===== src/common/tct_pkg.sv =====
// Shared constants, carrier types and helpers of the counter timer port
package tct_pkg;

	// ------------------------------------------------------------------
	// Sizes
	// ------------------------------------------------------------------
	localparam int COUNT_W = 16;
	localparam int BYTE_W = 8;
	localparam int NUM_CNT = 3;
	localparam int DIGIT_W = 4;
	localparam int DIGITS = COUNT_W / DIGIT_W;

	// ------------------------------------------------------------------
	// Port offsets and control word codes
	// ------------------------------------------------------------------
	localparam logic [1:0] OFS_CNT0 = 2'h0;
	localparam logic [1:0] OFS_CNT1 = 2'h1;
	localparam logic [1:0] OFS_CNT2 = 2'h2;
	localparam logic [1:0] OFS_CTRL = 2'h3;
	localparam logic [1:0] SEL_ILLEGAL = 2'h3;
	localparam logic [1:0] FMT_LATCH = 2'h0;
	localparam logic [1:0] FMT_LOW = 2'h1;
	localparam logic [1:0] FMT_HIGH = 2'h2;
	localparam logic [1:0] FMT_BOTH = 2'h3;

	// ------------------------------------------------------------------
	// Values
	// ------------------------------------------------------------------
	localparam logic [COUNT_W-1:0] COUNT_ZERO = 16'h0000;
	localparam logic [COUNT_W-1:0] COUNT_ONE = 16'h0001;
	localparam logic [DIGIT_W-1:0] DIGIT_ZERO = 4'h0;
	localparam logic [DIGIT_W-1:0] DIGIT_ONE = 4'h1;
	localparam logic [DIGIT_W-1:0] DIGIT_MAX = 4'h9;
	localparam logic [BYTE_W-1:0] BYTE_ZERO = 8'h00;

	// ------------------------------------------------------------------
	// Types
	// ------------------------------------------------------------------
	typedef enum logic [2:0] {
		MODE_TC_IRQ,
		MODE_ONE_SHOT,
		MODE_RATE,
		MODE_SQUARE,
		MODE_SW_STROBE,
		MODE_HW_STROBE
	} mode_type;

	typedef struct packed {
		logic counter_select_high;
		logic counter_select_low;
		logic access_format_high;
		logic access_format_low;
		logic mode_field_top;
		logic mode_field_middle;
		logic mode_field_bottom;
		logic bcd;
	} ctrl_word_type;

	typedef struct packed {
		mode_type mode;
		logic bcd;
		logic arm;
		logic load;
		logic [COUNT_W-1:0] value;
	} unit_ctl_type;

	typedef struct packed {
		logic [1:0] fmt;
		logic wr_high_next;
		logic rd_high_next;
		logic latched;
		logic [COUNT_W-1:0] latch_val;
		logic [BYTE_W-1:0] low_hold;
	} chan_type;

	typedef struct packed {
		logic cs_n;
		logic rd_n;
		logic wr_n;
		logic [1:0] addr;
		logic [BYTE_W-1:0] data;
		logic [NUM_CNT-1:0] cnt_clk;
		logic [NUM_CNT-1:0] gate;
		logic sixth;
		logic twelfth;
		logic ext_irq;
	} pin_type;

	// ------------------------------------------------------------------
	// Helpers
	// ------------------------------------------------------------------
	function automatic mode_type decode_mode(input ctrl_word_type cw);
		mode_type m;
		if (cw.mode_field_middle) begin
			m = cw.mode_field_bottom ? MODE_SQUARE : MODE_RATE;
		end else if (cw.mode_field_top) begin
			m = cw.mode_field_bottom ? MODE_HW_STROBE : MODE_SW_STROBE;
		end else begin
			m = cw.mode_field_bottom ? MODE_ONE_SHOT : MODE_TC_IRQ;
		end
		return m;
	endfunction : decode_mode

	// Binary wraps 0 to all ones; decimal wraps 0 to 9999
	function automatic logic [COUNT_W-1:0] count_down(
		input logic [COUNT_W-1:0] v,
		input logic bcd
	);
		logic [COUNT_W-1:0] r;
		logic borrow;
		r = v - COUNT_ONE;
		borrow = 1'b1;
		if (bcd) begin
			r = v;
			for (int i = 0; i < DIGITS; i++) begin
				if (borrow) begin
					if (v[i*DIGIT_W +: DIGIT_W] == DIGIT_ZERO) begin
						r[i*DIGIT_W +: DIGIT_W] = DIGIT_MAX;
					end else begin
						r[i*DIGIT_W +: DIGIT_W] = v[i*DIGIT_W +: DIGIT_W] - DIGIT_ONE;
						borrow = 1'b0;
					end
				end
			end
		end
		return r;
	endfunction : count_down

endpackage : tct_pkg


===== src/rtl/count_unit.sv =====
// One down counter with its mode sequencing and output level
`timescale 1ns/1ps
module count_unit (
	// Clock and reset
	input wire logic core_clk,
	input wire logic resetn,
	// Control from the port logic
	input wire tct_pkg::unit_ctl_type ctl,
	// Synchronised counter pins
	input wire logic clk_lvl,
	input wire logic gate_lvl,
	// Results
	output logic [tct_pkg::COUNT_W-1:0] count,
	output logic out
);

	typedef struct packed {
		logic [tct_pkg::COUNT_W-1:0] count;
		logic [tct_pkg::COUNT_W-1:0] reload;
		logic out;
		logic loaded;
		logic running;
		logic trig;
		logic clk_prev;
		logic gate_prev;
	} unit_state_type;

	unit_state_type s_r;
	unit_state_type s_nxt;
	logic cnt_edge;
	logic gate_rise;
	logic edge_trig;
	logic [tct_pkg::COUNT_W-1:0] nxt;

	// Falling edge of the counting clock; 5 MHz leaves 5 samples a period
	assign cnt_edge = s_r.clk_prev && !clk_lvl;
	assign gate_rise = gate_lvl && !s_r.gate_prev;
	assign edge_trig = (ctl.mode == tct_pkg::MODE_ONE_SHOT) ||
		(ctl.mode == tct_pkg::MODE_HW_STROBE);
	assign nxt = tct_pkg::count_down(s_r.count, ctl.bcd);

	always_comb begin
		s_nxt = s_r;
		s_nxt.clk_prev = clk_lvl;
		s_nxt.gate_prev = gate_lvl;
		if (ctl.arm) begin
			s_nxt.out = ctl.mode != tct_pkg::MODE_TC_IRQ;
			s_nxt.loaded = 1'b0;
			s_nxt.running = 1'b0;
			s_nxt.trig = 1'b0;
		end else if (ctl.load) begin
			s_nxt.reload = ctl.value;
			s_nxt.count = ctl.value;
			s_nxt.loaded = 1'b1;
			s_nxt.running = !edge_trig;
			s_nxt.trig = 1'b0;
			if (ctl.mode == tct_pkg::MODE_TC_IRQ) begin
				s_nxt.out = 1'b0;
			end
		end else begin
			if (gate_rise && edge_trig && s_r.loaded) begin
				s_nxt.trig = 1'b1;
			end
			if (cnt_edge && s_r.trig) begin
				s_nxt.count = s_r.reload;
				s_nxt.trig = 1'b0;
				s_nxt.running = 1'b1;
				if (ctl.mode == tct_pkg::MODE_ONE_SHOT) begin
					s_nxt.out = 1'b0;
				end
			end else if (cnt_edge && s_r.running && (edge_trig || gate_lvl)) begin
				s_nxt.count = nxt;
				case (ctl.mode)
					tct_pkg::MODE_TC_IRQ, tct_pkg::MODE_ONE_SHOT: begin
						if (nxt == tct_pkg::COUNT_ZERO) begin
							s_nxt.out = 1'b1;
						end
					end
					tct_pkg::MODE_RATE: begin
						if (s_r.count == tct_pkg::COUNT_ONE) begin
							s_nxt.count = s_r.reload;
							s_nxt.out = 1'b1;
						end else if (nxt == tct_pkg::COUNT_ONE) begin
							s_nxt.out = 1'b0;
						end
					end
					tct_pkg::MODE_SQUARE: begin
						if (s_r.count == tct_pkg::COUNT_ONE) begin
							s_nxt.count = s_r.reload;
							s_nxt.out = !s_r.out;
						end
					end
					default: begin
						s_nxt.out = nxt != tct_pkg::COUNT_ZERO;
					end
				endcase
			end
		end
	end

	always_ff @(posedge core_clk or negedge resetn) begin
		if (!resetn) begin
			s_r <= '0;
		end else begin
			s_r <= s_nxt;
		end
	end

	assign count = s_r.count;
	assign out = s_r.out;
endmodule : count_unit


===== src/rtl/triple_counter_timer_port.sv =====
// Three counter timer block behind a byte wide host port
// Overview of operation
// - Three independent 16-bit counters each count on their own clock.
// - Each counter takes one of six modes from its own control word.
// - Offsets 0 to 2 reach counters 0 to 2 and offset 3 the control word.
// - The block answers the host only while its chip select is active.
// - Control bits 7 and 6 select the counter and code 11 is illegal.
// - Control bits 5 and 4 pick latch, low only, high only or both bytes.
// - A latch command freezes a copy of the count for stable reads.
// - Two byte transfers move the low byte first and then the high byte.
// - Control bits 3 to 1 give the mode, top bit ignored for 2 and 3.
// - Modes are terminal count, one-shot, rate, square, soft and hard strobe.
// - Control bit 0 chooses binary or four digit decimal counting.
// - Counts wrap at 65535 in binary and at 9999 in decimal.
// - Counting clocks may run from standstill up to 5 MHz.
// - High request is the inverted sixth counter output, low is twelfth or external.
`timescale 1ns/1ps
module triple_counter_timer_port (
	// Clock and reset
	input wire logic core_clk,
	input wire logic resetn,
	// Host byte port
	input wire logic chip_sel_n,
	input wire logic read_n,
	input wire logic write_n,
	input wire logic [1:0] port_addr,
	input wire logic [tct_pkg::BYTE_W-1:0] data_in,
	output logic [tct_pkg::BYTE_W-1:0] data_out,
	output logic data_oe,
	// Counter pins
	input wire logic [tct_pkg::NUM_CNT-1:0] count_clk,
	input wire logic [tct_pkg::NUM_CNT-1:0] count_gate,
	output logic [tct_pkg::NUM_CNT-1:0] count_out,
	// Interrupt request pins
	input wire logic sixth_counter_output,
	input wire logic twelfth_counter_output,
	input wire logic ext_irq_in,
	output logic irq_high,
	output logic irq_low
);

	// ------------------------------------------------------------------
	// State
	// ------------------------------------------------------------------
	typedef struct packed {
		tct_pkg::pin_type meta;
		tct_pkg::pin_type sync;
		tct_pkg::pin_type prev;
		tct_pkg::chan_type [tct_pkg::NUM_CNT-1:0] ch;
		tct_pkg::unit_ctl_type [tct_pkg::NUM_CNT-1:0] ctl;
		logic [tct_pkg::BYTE_W-1:0] rdata;
		logic data_oe;
		logic irq_high;
		logic irq_low;
	} top_state_type;

	localparam tct_pkg::pin_type PIN_IDLE = '{
		cs_n: 1'b1,
		rd_n: 1'b1,
		wr_n: 1'b1,
		default: '0
	};
	localparam logic [tct_pkg::NUM_CNT-1:0] ARM_ONE = 3'h1;

	top_state_type s_r;
	top_state_type s_nxt;
	tct_pkg::pin_type pin_now;
	tct_pkg::ctrl_word_type cw;
	logic [tct_pkg::NUM_CNT-1:0][tct_pkg::COUNT_W-1:0] live;
	logic [tct_pkg::NUM_CNT-1:0] unit_out;
	logic [tct_pkg::NUM_CNT-1:0] arm_vec;
	logic [tct_pkg::NUM_CNT-1:0] load_vec;
	logic wr_done;
	logic rd_start;
	logic [1:0] wr_idx;
	logic [1:0] rd_idx;
	logic [1:0] wr_sel;
	logic [1:0] wr_fmt;
	logic [tct_pkg::COUNT_W-1:0] rd_val;
	logic [tct_pkg::COUNT_W-1:0] latch_src;
	logic [tct_pkg::BYTE_W-1:0] rd_lo;
	logic [tct_pkg::BYTE_W-1:0] rd_hi;

	// ------------------------------------------------------------------
	// Pin gathering and strobe decode
	// ------------------------------------------------------------------
	always_comb begin
		pin_now.cs_n = chip_sel_n;
		pin_now.rd_n = read_n;
		pin_now.wr_n = write_n;
		pin_now.addr = port_addr;
		pin_now.data = data_in;
		pin_now.cnt_clk = count_clk;
		pin_now.gate = count_gate;
		pin_now.sixth = sixth_counter_output;
		pin_now.twelfth = twelfth_counter_output;
		pin_now.ext_irq = ext_irq_in;
	end

	// Write taken at the rising strobe, with address and data of the
	// cycle before, so a host hold of zero after the strobe is enough
	assign wr_done = s_r.sync.wr_n && !s_r.prev.wr_n && !s_r.prev.cs_n;
	assign wr_idx = s_r.prev.addr;
	assign cw = tct_pkg::ctrl_word_type'(s_r.prev.data);
	assign wr_sel = {cw.counter_select_high, cw.counter_select_low};
	assign wr_fmt = {cw.access_format_high, cw.access_format_low};

	// Read taken at the falling strobe
	assign rd_start = !s_r.sync.rd_n && s_r.prev.rd_n && !s_r.sync.cs_n;
	assign rd_idx = s_r.sync.addr;
	assign rd_val = s_r.ch[rd_idx].latched ? s_r.ch[rd_idx].latch_val :
		live[rd_idx];
	assign rd_lo = rd_val[tct_pkg::BYTE_W-1:0];
	assign rd_hi = rd_val[tct_pkg::COUNT_W-1:tct_pkg::BYTE_W];
	assign latch_src = live[wr_sel];

	// ------------------------------------------------------------------
	// Next state
	// ------------------------------------------------------------------
	always_comb begin
		s_nxt = s_r;
		s_nxt.meta = pin_now;
		s_nxt.sync = s_r.meta;
		s_nxt.prev = s_r.sync;
		s_nxt.irq_high = !s_r.sync.sixth;
		s_nxt.irq_low = s_r.sync.twelfth || s_r.sync.ext_irq;
		s_nxt.data_oe = !s_r.sync.cs_n && !s_r.sync.rd_n &&
			(s_r.sync.addr != tct_pkg::OFS_CTRL);
		for (int k = 0; k < tct_pkg::NUM_CNT; k++) begin
			s_nxt.ctl[k].arm = 1'b0;
			s_nxt.ctl[k].load = 1'b0;
		end

		if (wr_done && (wr_idx == tct_pkg::OFS_CTRL)) begin
			if (wr_sel != tct_pkg::SEL_ILLEGAL) begin
				if (wr_fmt == tct_pkg::FMT_LATCH) begin
					// A second latch before the copy is read is ignored
					if (!s_r.ch[wr_sel].latched) begin
						s_nxt.ch[wr_sel].latched = 1'b1;
						s_nxt.ch[wr_sel].latch_val = latch_src;
					end
				end else begin
					s_nxt.ch[wr_sel].fmt = wr_fmt;
					s_nxt.ch[wr_sel].wr_high_next = 1'b0;
					s_nxt.ch[wr_sel].rd_high_next = 1'b0;
					s_nxt.ch[wr_sel].latched = 1'b0;
					s_nxt.ctl[wr_sel].mode = tct_pkg::decode_mode(cw);
					s_nxt.ctl[wr_sel].bcd = cw.bcd;
					s_nxt.ctl[wr_sel].arm = 1'b1;
				end
			end
		end else if (wr_done) begin
			// Until a control word arrives the format is latch and loads drop
			case (s_r.ch[wr_idx].fmt)
				tct_pkg::FMT_LOW: begin
					s_nxt.ctl[wr_idx].value = {tct_pkg::BYTE_ZERO, s_r.prev.data};
					s_nxt.ctl[wr_idx].load = 1'b1;
				end
				tct_pkg::FMT_HIGH: begin
					s_nxt.ctl[wr_idx].value = {s_r.prev.data, tct_pkg::BYTE_ZERO};
					s_nxt.ctl[wr_idx].load = 1'b1;
				end
				tct_pkg::FMT_BOTH: begin
					if (!s_r.ch[wr_idx].wr_high_next) begin
						s_nxt.ch[wr_idx].low_hold = s_r.prev.data;
						s_nxt.ch[wr_idx].wr_high_next = 1'b1;
					end else begin
						s_nxt.ctl[wr_idx].value = {s_r.prev.data,
							s_r.ch[wr_idx].low_hold};
						s_nxt.ctl[wr_idx].load = 1'b1;
						s_nxt.ch[wr_idx].wr_high_next = 1'b0;
					end
				end
				default: begin
					s_nxt.ctl[wr_idx].load = 1'b0;
				end
			endcase
		end

		if (rd_start && (rd_idx != tct_pkg::OFS_CTRL)) begin
			case (s_r.ch[rd_idx].fmt)
				tct_pkg::FMT_LOW: begin
					s_nxt.rdata = rd_lo;
					s_nxt.ch[rd_idx].latched = 1'b0;
				end
				tct_pkg::FMT_HIGH: begin
					s_nxt.rdata = rd_hi;
					s_nxt.ch[rd_idx].latched = 1'b0;
				end
				tct_pkg::FMT_BOTH: begin
					s_nxt.rdata = s_r.ch[rd_idx].rd_high_next ? rd_hi : rd_lo;
					s_nxt.ch[rd_idx].rd_high_next = !s_r.ch[rd_idx].rd_high_next;
					if (s_r.ch[rd_idx].rd_high_next) begin
						s_nxt.ch[rd_idx].latched = 1'b0;
					end
				end
				default: begin
					s_nxt.rdata = tct_pkg::BYTE_ZERO;
				end
			endcase
		end
	end

	// ------------------------------------------------------------------
	// Registers
	// ------------------------------------------------------------------
	// Strobes reset high so no false edge is seen after release
	always_ff @(posedge core_clk or negedge resetn) begin
		if (!resetn) begin
			s_r <= '0;
			s_r.meta <= PIN_IDLE;
			s_r.sync <= PIN_IDLE;
			s_r.prev <= PIN_IDLE;
		end else begin
			s_r <= s_nxt;
		end
	end

	// ------------------------------------------------------------------
	// Counters
	// ------------------------------------------------------------------
	for (genvar g = 0; g < tct_pkg::NUM_CNT; g++) begin : g_unit
		count_unit count_unit_i (
			.core_clk(core_clk),
			.resetn(resetn),
			.ctl(s_r.ctl[g]),
			.clk_lvl(s_r.sync.cnt_clk[g]),
			.gate_lvl(s_r.sync.gate[g]),
			.count(live[g]),
			.out(unit_out[g])
		);
		assign arm_vec[g] = s_r.ctl[g].arm;
		assign load_vec[g] = s_r.ctl[g].load;
	end

	assign data_out = s_r.rdata;
	assign data_oe = s_r.data_oe;
	assign count_out = unit_out;
	assign irq_high = s_r.irq_high;
	assign irq_low = s_r.irq_low;

	// One check a channel; a copy may sit unread for long
	for (genvar q = 0; q < tct_pkg::NUM_CNT; q++) begin : g_latch_chk

	end
endmodule : triple_counter_timer_port


===== config.mk =====
export PLATFORM = sky130hd
export DESIGN_NAME = triple_counter_timer_port
export DESIGN_NICKNAME = d
export VERILOG_FILES = /design/src/common/tct_pkg.sv /design/src/rtl/count_unit.sv /design/src/rtl/triple_counter_timer_port.sv
export SDC_FILE = /design/constraint.sdc
export NUM_CORES = 1
export LEC_CHECK = 0
export BUFFER_PORTS_ARGS = -buffer_cell sky130_fd_sc_hd__buf_4
export CORE_ASPECT_RATIO = 0.75
export CORE_UTILIZATION = 38
export DETAILED_ROUTE_END_ITERATION = 7
export SLEW_MARGIN = 20
export SYNTH_ARGS = -nofsm -noshare
export SYNTH_HDL_FRONTEND = slang
export SYNTH_HIERARCHICAL = 1
export SYNTH_SLANG_ARGS = --single-unit

===== constraint.sdc =====
create_clock -name core_clk -period 2.9 [get_ports core_clk]
set_clock_uncertainty 0.2 [all_clocks]
set_input_delay 0.435 -clock core_clk [delete_from_list [all_inputs] [get_ports core_clk]]
set_output_delay 0.435 -clock core_clk [all_outputs]
set_load 0.005 [all_outputs]

Word level (Yosys, flattened, before mapping) --
Index checks and enable logic that the tools add are counted.
Operators by class: $lt $le $gt $ge 6, bitwise operators 3, multiplexer cells 192, equality and inequality tests 45, multipliers 0, reductions and logical operators 115, div/mod/pow operators 0, add/subtract/negate cells 15, shift operators 0
Operators with widths (number):
- bitwise mux 87 bit | 12
- bitwise mux 66 bit | 10
- demux 29 bit (select 2 bit) | 9
- 2-to-1 mux 87 bit | 6
- 2-to-1 mux 153 bit | 3
- 2-to-1 mux 16 bit | 22
- demux 22 bit (select 2 bit) | 5
- one-hot mux 66 bit (3 select lines) | 1
- binary-select mux 29 bit (select 2 bit) | 3
- one-hot mux 87 bit (2 select lines) | 1
- 2-to-1 mux 66 bit | 2
- == test 16 x 1 -> 1 bit, second input constant | 6
- 2-to-1 mux 4 bit | 24
- 2-to-1 mux 29 bit | 3
- 2-to-1 mux 25 bit | 3
- binary-select mux 16 bit (select 2 bit) | 2
- 2-to-1 mux 1 bit | 60
- 2-to-1 mux 27 bit | 2
- 2-to-1 mux 26 bit | 2
- logical NOT 16 bit | 3
- logical NOT 4 bit | 12
- nonzero test 16 bit | 3
- subtractor 16 x 1 -> 16 bit, second input constant | 3
- subtractor 4 x 1 -> 4 bit, second input constant | 12
- 37 further kinds | 167
Storage, ports and cells: bits in writable memories 0, flip-flop bits (word level) 335, bits in latches 0, memories kept 0, memory bits (read-only) 0

Logic depth before layout (Yosys ltp) --
Gate-level depths: netlist of the first run.
depth in word-level cells 17, mapped depth 13

Hierarchy --
Netlist of the first run, hierarchy kept.
By module, submodules not included:
- triple_counter_timer_port | instances 1, cells an instance 884, sequential area each 5541.6 µm², area each 10019.6 µm²
- count_unit | instances 3, cells an instance 289, sequential area each 950.9 µm², area each 2585.0 µm²

Worst setup path after synthesis of the first run --
No wires, ideal clock.
path kind register to register, start point register s_r, in the netlist rd_idx[1], end point register s_r[132] (netlist name), arrival 2.823 ns, stages on the path, launching flop included 13, buffers on the path 5, data required time 2.565 ns, path slack -0.259 ns, period minus slack after synthesis 3.159 ns, cells stage by stage dfrtp_1 buf_2 buf_2 buf_2 mux2i_1 nor2_1 a21oi_1 ha_1 or3_1 clkbuf_1 nor2_1 buf_2 a211oi_1
RTL lines:
- start, declared | RTL line triple_counter_timer_port.sv:65 | top_state_type s_r;
- start signal, assigned | RTL line triple_counter_timer_port.sv:215 | s_r <= s_nxt;

Worst setup path in the final report of the first run --
start point register g_unit[0].count_unit_i.s_r, in the netlist g_unit[0].count_unit_i/count[9], end point register g_unit[0].count_unit_i.s_r, in the netlist g_unit[0].count_unit_i/out
On the way: cells in the longest elaborated chain, start to end 12
Ends and longest elaborated chain:
- start, declared | RTL line count_unit.sv:28 | unit_state_type s_r;
- start signal, assigned | RTL line count_unit.sv:105 | s_r <= s_nxt;
- parallel branches: the longest is 12 deep, another holds subtractor 16 x 1 -> 16 bit
Parallel ways; which one is timed is not known. The select of a mux whose other input is x is not followed. A chain may end at the register's enable or synchronous reset.

==> out/metrics.csv, run 1 <==
stage,metric,value,unit
finish,number of diodes,0,
route,DR vias,14300,
finish,Layout area overhead,21.0,%
finish,final core occ,46.6,%
critical_path,Worst EP arrival,3.09,ns
global_route,antenna violations before repair,0,
pwr,Power Internal,11.9,mW
sta,slew margin rel.,37.5,%
pwr,logic gate share of total power,41.6,%
hold_path,Hold Crit Class,reg2reg,
critical_path,Setup crit start kind,flop,
synthesis,simple-gate share of the synthesized area,14.1,%
global_route,vias in the first global route,13500,
hold_path,HP Start,s_nxt[188],
critical_path,CP required,3.14,ns
synthesis,Synth Register Bits,335,
global_route,All-Layer GR Usage,23.0,%
floorplan,die height,189,um
pwr,clock share of power,28.2,%
synthesis,largest family of logic cells by synthesized area,compound AO/OA/AOI/OAI gates,
pwr,switching share of power,37.0,%
synthesis,Synth cell types,84,
sta,share of the clock period used by the worst path,97.9,%
route,DRT antenna net count,0,
route,Starting DRT DRC Count,1328,
route,top routing layer in use,met4,
synthesis,mapped cell area,17800,um^2
floorplan,Die ar.,47700,um^2
pwr,Leakage,9.90,nW
pwr,sequential fraction of design power,30.2,%
placed_design,HPWL Detailed,38500,um
clocking,Sinks on Clock Net,335,
placed_design,pre-CTS setup slack,-0.0359,ns
synthesis,post-synthesis compound-gate area fraction,17.9,%
finish,fin cells,2545,
finish,Filler cells,4368,
critical_path,CP Buf/Inv Count,0,
route,Detail Route met3 WL,3990,um
finish,share of post-route cells with drive strength above 1,26.6,%
global_route,global route overflow,0,
hold_path,hold path cells,0,
synthesis,post-synthesis average cell area,10.2,um^2
critical_path,Critical R2R Launch,g_unit[0].count_unit_i/count[9],
route,Detailed Route WL,54200,um
clocking,H-tree Lvls,2,
clocking,CTS root buf,clkbuf_16,
synthesis,sequential element share of the synthesized area,47.2,%
critical_path,worst flop-to-flop path endpoint,g_unit[0].count_unit_i/out,
finish,post-route cell area,21500,um^2
pwr,Sw Pwr,6.98,mW
sta,Worst Max-Slew Pin Slew,0.938,ns
clocking,CTS tree,yes,
critical_path,WS Path Type,reg2reg,
clocking,worst skew pair latency,0.58,ns
pwr,P per Cell Area,876,nW/um^2
synthesis,multiplexer share of the synthesized area,11.9,%
synthesis,Ys Warns,6,
clocking,Max clock buf depth,3,
critical_path,R2R depth,8,
critical_path,R2R Setup Slk,0.06,ns
synthesis,number of synthesized flops with an enable pin,0,
sta,final worst slack,0.0595,ns
floorplan,Die Width,252,um
sta,Final TNS setup,0,ns
synthesis,Mapped Nets,1793,
route,DR WL met2,21500,um
global_route,pin count of the biggest net entering global routing,78,
route,DR vias/cell,5.62,
critical_path,"Slowest-stage cell, CP",or4_1,
sta,Fmax,352,MHz
placed_design,Cell Count Post-Placement,2446,
route,metal1 wirelength,27600,um
floorplan,Core Region,46100,um^2
floorplan,IO Pins,38,
synthesis,Syn Inst Count,1751,
finish,Nets,1930,
critical_path,CP max stage delay,0.61,ns
sta,max-slew violations,0,
pwr,power after layout,18.8,mW
sta,Tmin final,2.84,ns
floorplan,number of core rows,68,
placed_design,GP Congestion,0.946,
sta,RSZ-0062 raised after global routing,true,
hold_path,worst hold endpoint,s_nxt[166],
synthesis,Main synth FF type,dfrtp_1,
clocking,Worst-path clk slew,0.06,ns
floorplan,Initial Util,38.5,%
clocking,CTS Buf Count,37,
placed_design,Port Buffers,37,
synthesis,Post-Synth XOR/XNOR Area,1.03,%
critical_path,Critical Path End Type,flop,
pwr,Max VDD drop,422,uV
critical_path,worst-path cell chain,"or4_1, a2111oi_4, xnor2_1, nand2_1, nor3_2, nand3_1, a21oi_2, mux2_4",
critical_path,crit path max fanout,6,
route,DRC,0,
critical_path,"delay-heaviest family, CP",simple AND/OR/NAND/NOR gates,
flow_run,Max Cap Viol,0,
outcome,outcome,finished clean,
synthesis,Post-Synth Adder-Cell Area,1.27,%
route,DR WL/cell,21.3,um
synthesis,"FFs w/ async S/R, synth",100,%
sta,WHS,0.144,ns
sta,Hold Fails Final Rpt,0,
placed_design,Post-DP Area,19500,um^2
route,Pre-antenna DRT Iters,6,
sta,Final setup viols,0,
global_route,first-pass GRT wire length,83800,um
timing repair:
action | CTS | global route
resized for setup | 4 | 66
setup endpoints to repair | 2 | 33
pin swaps | 0 | 19
hold buffers | 23 | 0
endpoints found under the hold margin | 87 | 0
buffers inserted | 0 | 10
power by group through the flow:
stage / clock network (mW) / registers [mW] / logic, mW
after floorplan: 0 / 5.50 / 4.18
after global placement: 0 / 5.69 / 7.10
after detailed placement: 0 / 5.71 / 7.01
after CTS: 5.42 / 5.63 / 7.11
after global routing: 5.62 / 5.73 / 8.42
final: 5.32 / 5.69 / 7.83
cell usage after synthesis, drive strengths merged, types with 7 or more instances:
master,n,share of area [%]
o21a,13,0.55
a211oi,66,2.8
inv,39,0.82
a211o,16,0.79
nor2,189,4.0
or4,15,0.70
ha,18,1.3
nor3,27,0.99
o31ai,13,0.55
xnor2,15,0.74
buf,100,4.1
a21boi,10,0.44
nor2b,22,0.77
nor3b,8,0.45
nand4,14,0.56
and3b,9,0.44
o211ai,7,0.30
a22o,24,1.2
a31oi,25,0.88
mux2i,140,7.9
a21oi,111,3.2
and3,9,0.32
mux2,63,4.1
nor4,18,0.92
dfstp,9,1.3
or2,9,0.32
o221a,18,1.1
nand2,118,2.5
o21ai,113,3.2
dfrtp,326,46
clkbuf,76,1.6
nand3,18,0.53
o22ai,7,0.25
logic make-up (layout without fill, tap and decap cells):
kind of cell               count (synthesis)  in the layout
muxes                                    203            203
adders and majority gates                 18             18
and+or+nand+nor                          488            488
xor gates and xnor gates                  21             21
AOI/OAI and AO/OA                        471            471
DFF                                      335            335
buffers and inverters                    215            379
state kept, by name (all words and copies together) (netlist names), 2 cells and up, named ones only:
| signal | cells |
|---|---|
| rd_idx | 2 |
| cw | 8 |
| g_unit.count_unit_i/count | 48 |
| arm_vec | 3 |
| data_out | 8 |
| g_unit.count_unit_i/out | 3 |
| g_unit.count_unit_i/s_r | 63 |
| s_r | 149 |
| wr_idx | 2 |
| s_nxt | 42 |
| load_vec | 3 |
layout by cell type (no fill, tap or decap), drive strengths merged, types with 8 or more instances in the layout:
cell / instances
bufinv: 8
nand2: 118
dfstp: 9
nor3: 27
o21ai: 113
mux2: 63
ha: 18
a211o: 16
dlygate4sd3: 23
a22o: 24
nor4: 18
and3: 9
inv: 40
a21boi: 10
o31ai: 13
o21a: 13
o221a: 18
nor2: 189
or4: 15
nand3: 18
or2: 9
buf: 251
nor2b: 22
and3b: 9
clkbuf: 48
nand4: 14
a31oi: 25
dfrtp: 326
mux2i: 140
xnor2: 15
a21oi: 111
a211oi: 66
nor3b: 8
worst max-delay path by stage:
stage                                                 end  depth (start not counted)                             from
after floorplan                                  s_r[137]                         12                        rd_idx[0]
after global placement         g_unit[1].count_unit_i/out                          9  g_unit[1].count_unit_i/count[2]
after detailed placement       g_unit[0].count_unit_i/out                         10  g_unit[0].count_unit_i/count[1]
after CTS                      g_unit[0].count_unit_i/out                          8  g_unit[0].count_unit_i/count[1]
after global routing      g_unit[1].count_unit_i/count[4]                         10  g_unit[1].count_unit_i/count[4]
final                          g_unit[0].count_unit_i/out                          8  g_unit[0].count_unit_i/count[9]
layout make-up:
type | instances | area (um^2) | area share (%)
multi-input combinational | 1201 | 8550 | 39.7
clock buffer | 48 | 1030 | 4.78
tap | 630 | 788 | 3.67
inverter | 39 | 146 | 0.681
clock inverter | 18 | 325 | 1.51
sequential | 335 | 8410 | 39.1
timing repair buffer | 274 | 2260 | 10.5
metal layers:
| layer | vias up | GRT usage [%] |
|---|---|---|
| li1 | 6595 | - |
| met1 | 7153 | 36.8 |
| met2 | 477 | 30.9 |
| met3 | 69 | 4.96 |
| met4 | 0 | 4.85 |
| met5 | - | 0 |
Note: power is estimated with default switching activity, not from simulation.
==> inputs of run 2 (changes only) <==
--- a/config.mk
+++ b/config.mk
@@ -12,5 +12,4 @@
 export SLEW_MARGIN = 20
 export SYNTH_ARGS = -nofsm -noshare
 export SYNTH_HDL_FRONTEND = slang
-export SYNTH_HIERARCHICAL = 1
 export SYNTH_SLANG_ARGS = --single-unit
==> out/metrics.csv, run 2 <==
stage,metric,value,unit,change
finish,max FFs per register,150,,+0.67%
critical_path,Setup crit start kind,flop,,
clocking,Sinks on Clock Net,335,,unchanged
finish,Layout area overhead,21.0,%,about the same
clocking,CTS Buf Count,37,,unchanged
sta,Final setup viols,0,,unchanged
pwr,Max VDD drop,513,uV,+22%
finish,Nets,1947,,+0.88%
sta,WHS,0.144,ns,-0.0000120 ns
global_route,first-pass GRT wire length,80400,um,-4.1%
synthesis,Synth Register Bits,335,,unchanged
critical_path,R2R Setup Slk,0.02,ns,-0.04 ns
floorplan,die height,187,um,-1.3%
hold_path,worst hold endpoint,cw[1],,
sta,Hold Fails Final Rpt,0,,unchanged
critical_path,worst flop-to-flop path endpoint,g_unit[2].count_unit_i.out,,
synthesis,Ys Warns,0,,-6
finish,Seq. cell area,8400,um^2,-0.13%
sta,final worst slack,0.0151,ns,-0.0444 ns
synthesis,sequential element share of the synthesized area,48.5,%,+1.3 points
critical_path,WS Path Type,reg2reg,,
sta,Final TNS setup,0,ns,unchanged
placed_design,pre-CTS setup slack,-0.174,ns,-0.138 ns
finish,Multi-input gate area,8350,um^2,-2.3%
finish,share of post-route cells with drive strength above 1,23.0,%,-3.7 points
global_route,vias in the first global route,13600,,+0.65%
synthesis,Syn Inst Count,1776,,+1.4%
floorplan,Die ar.,46400,um^2,-2.6%
critical_path,CP required,3.12,ns,-0.02 ns
floorplan,number of core rows,67,,-1.5%
sta,max-slew violations,0,,unchanged
critical_path,Critical R2R Launch,g_unit[2].count_unit_i.count[0],,
synthesis,Post-synth top cells,"dfrtp_1, nor2_1, nand2_1, a21oi_1, mux2i_1",,
synthesis,share of the synthesized area in the top cell type,47.1,%,+1.2 points
sta,Worst Max-Slew Pin Slew,0.889,ns,-0.0488 ns
critical_path,R2R depth,9,,+1
route,DRT antenna net count,0,,unchanged
hold_path,Hold Crit Class,reg2reg,,
pwr,power after layout,17.9,mW,-5.0%
synthesis,Synth cell types,83,,-1.2%
synthesis,"count leader, synth",dfrtp_1,,
hold_path,hold path cells,0,,unchanged
floorplan,Die Width,248,um,-1.3%
sta,RSZ-0062 raised after global routing,true,,
flow_run,Max Cap Viol,0,,unchanged
global_route,pin count of the biggest net entering global routing,83,,+6.4%
sta,Fmax,347,MHz,-1.5%
sta,slew margin rel.,40.7,%,+3.3 points
pwr,Leakage,9.35,nW,-5.6%
global_route,global route overflow,0,,unchanged
clocking,H-tree Lvls,2,,unchanged
clocking,CTS tree,yes,,
critical_path,Critical Path End Type,flop,,
sta,Tmin final,2.88,ns,+0.0444 ns
route,DR WL/cell,20.3,um,-4.5%
pwr,P per Cell Area,855,nW/um^2,-2.4%
synthesis,Mapped Nets,1817,,+1.3%
sta,share of the clock period used by the worst path,99.5,%,+1.5 points
floorplan,Core Region,44800,um^2,-2.9%
route,Pre-antenna DRT Iters,5,,-1
route,DR vias,14200,,-0.97%
route,DRC,0,,unchanged
finish,Biggest register,s_r,,
global_route,antenna violations before repair,0,,unchanged
finish,number of diodes,0,,unchanged
outcome,outcome,finished clean,,
clocking,Worst-path clk slew,0.06,ns,about the same
placed_design,GP Congestion,0.938,,-0.86%
finish,"commonest non-fill, non-tap cell in the layout",dfrtp_1,,
route,Starting DRT DRC Count,1309,,-1.4%
floorplan,Initial Util,38.7,%,+0.12 points
synthesis,dominant cell type by area after synthesis,dfrtp_1,,
critical_path,Worst EP arrival,3.11,ns,+0.02 ns
finish,"commonest non-fill, non-tap cells in the layout","dfrtp_1, nor2_1, buf_4",,
synthesis,number of synthesized flops with an enable pin,0,,unchanged
route,DR vias/cell,5.63,,+0.18%
synthesis,largest cells by area after synthesis,"dfrtp_1, mux2i_1, mux2_2",,
synthesis,post-synthesis average cell area,9.74,um^2,-4.0%
clocking,Max clock buf depth,3,,unchanged
critical_path,Critical Path Source,g_unit[2].count_unit_i.count[0],,
synthesis,mapped cell area,17300,um^2,-2.6%
synthesis,Main synth FF type,dfrtp_1,,
clocking,CTS root buf,clkbuf_16,,
placed_design,Port Buffers,37,,unchanged
critical_path,crit path max fanout,4,,-2
route,Detailed Route WL,51200,um,-5.6%
finish,Filler cells,4222,,-3.3%
global_route,All-Layer GR Usage,21.9,%,-1.0 points
hold_path,HP Start,s_nxt[174],,
clocking,worst skew pair latency,0.55,ns,-0.03 ns
floorplan,IO Pins,38,,unchanged
placed_design,HPWL Detailed,36200,um,-6.1%
synthesis,"FFs w/ async S/R, synth",100,%,unchanged
[run 2: cell types whose count changed in the layout (fill, tap and decap cells not counted), moves of 11 or more]
cell	before	now
o22ai_1	5	17
a31oi_1	23	5
nor2_1	187	222
a21oi_1	100	122
a211oi_1	62	86
o211ai_1	7	26
mux2_2	55	80
o21ai_0	109	79
mux2i_1	140	112
buf_4	239	208
nand2_1	116	152
o221a_2	14	3
[run 2: how the worst max path moves through the flow]
stage	endpoint	slack, ns	cells past startpoint
finish	g_unit[2].count_unit_i.out	0.02	9
global placement	g_unit[1].count_unit_i.out	-0.31	9
detailed placement	g_unit[1].count_unit_i.out	-0.17	9
global route	g_unit[1].count_unit_i.out	-0.08	9
CTS	g_unit[1].count_unit_i.out	0.003	12
floorplan	g_unit[1].count_unit_i.out	0.006	8
[run 2: cell type report]
class / count / share of cell area, %
clock buffer: 49 / 4.97
timing repair buffer: 246 / 9.84
tap: 586 / 3.50
sequential: 335 / 40.1
multi-input combinational: 1244 / 39.9
clock inverter: 14 / 0.968
inverter: 42 / 0.753
[run 2: worst max-delay path, stage by stage, from the launching register on]
cell,delay (ns)
dfrtp_1,0.39
buf_6,0.13
or4_4,0.53
and3_4,0.18
a221o_1,0.35
nor3_2,0.22
nand4_1,0.17
buf_4,0.19
o41ai_4,0.29
o41ai_2,0.12
[run 2: report_power, final]
part           internal, mW  switching (mW)
Sequential             5.15           0.506
Clock                  2.90            1.99
Combinational          3.24            4.11
Total                  11.3            6.61
[run 2: what timing repair did]
item,in CTS,in global routing
hold endpoints to repair,81,0
gates resized for setup,8,38
setup buffers,3,8
endpoints found under the setup margin,3,5
hold buffers,23,0
pin swaps,3,12
[run 2: per-layer routing]
layer	global-route usage [%]	wire length, um	vias to the layer above
met5	0	0	-
met4	5.23	1010	0
met3	4.26	3370	65
met2	31.8	21700	428
met1	33.4	25100	7028
li1	-	-	6635
[run 2: cell families after synthesis]
| logic type | Yosys count | synth area share [%] |
|---|---|---|
| AOI/OAI and AO/OA | 455 | 17.3 |
| xor gates and xnor gates | 23 | 1.16 |
| adders and majority gates | 17 | 1.23 |
| buffers and inverters | 197 | 4.81 |
| DFF | 335 | 48.5 |
| muxes | 193 | 11.7 |
| and+or+nand+nor | 556 | 15.2 |
[run 2: per-stage QoR]
stage                     area [um^2]  util, %  std cells
after global routing            20900     46.8       2516
after global placement          19200     42.8       2419
after CTS                       20700     46.2       2508
final                           20900     46.8       2516
after floorplan                 17300        -       1776
after detailed placement        19200     42.8       2419
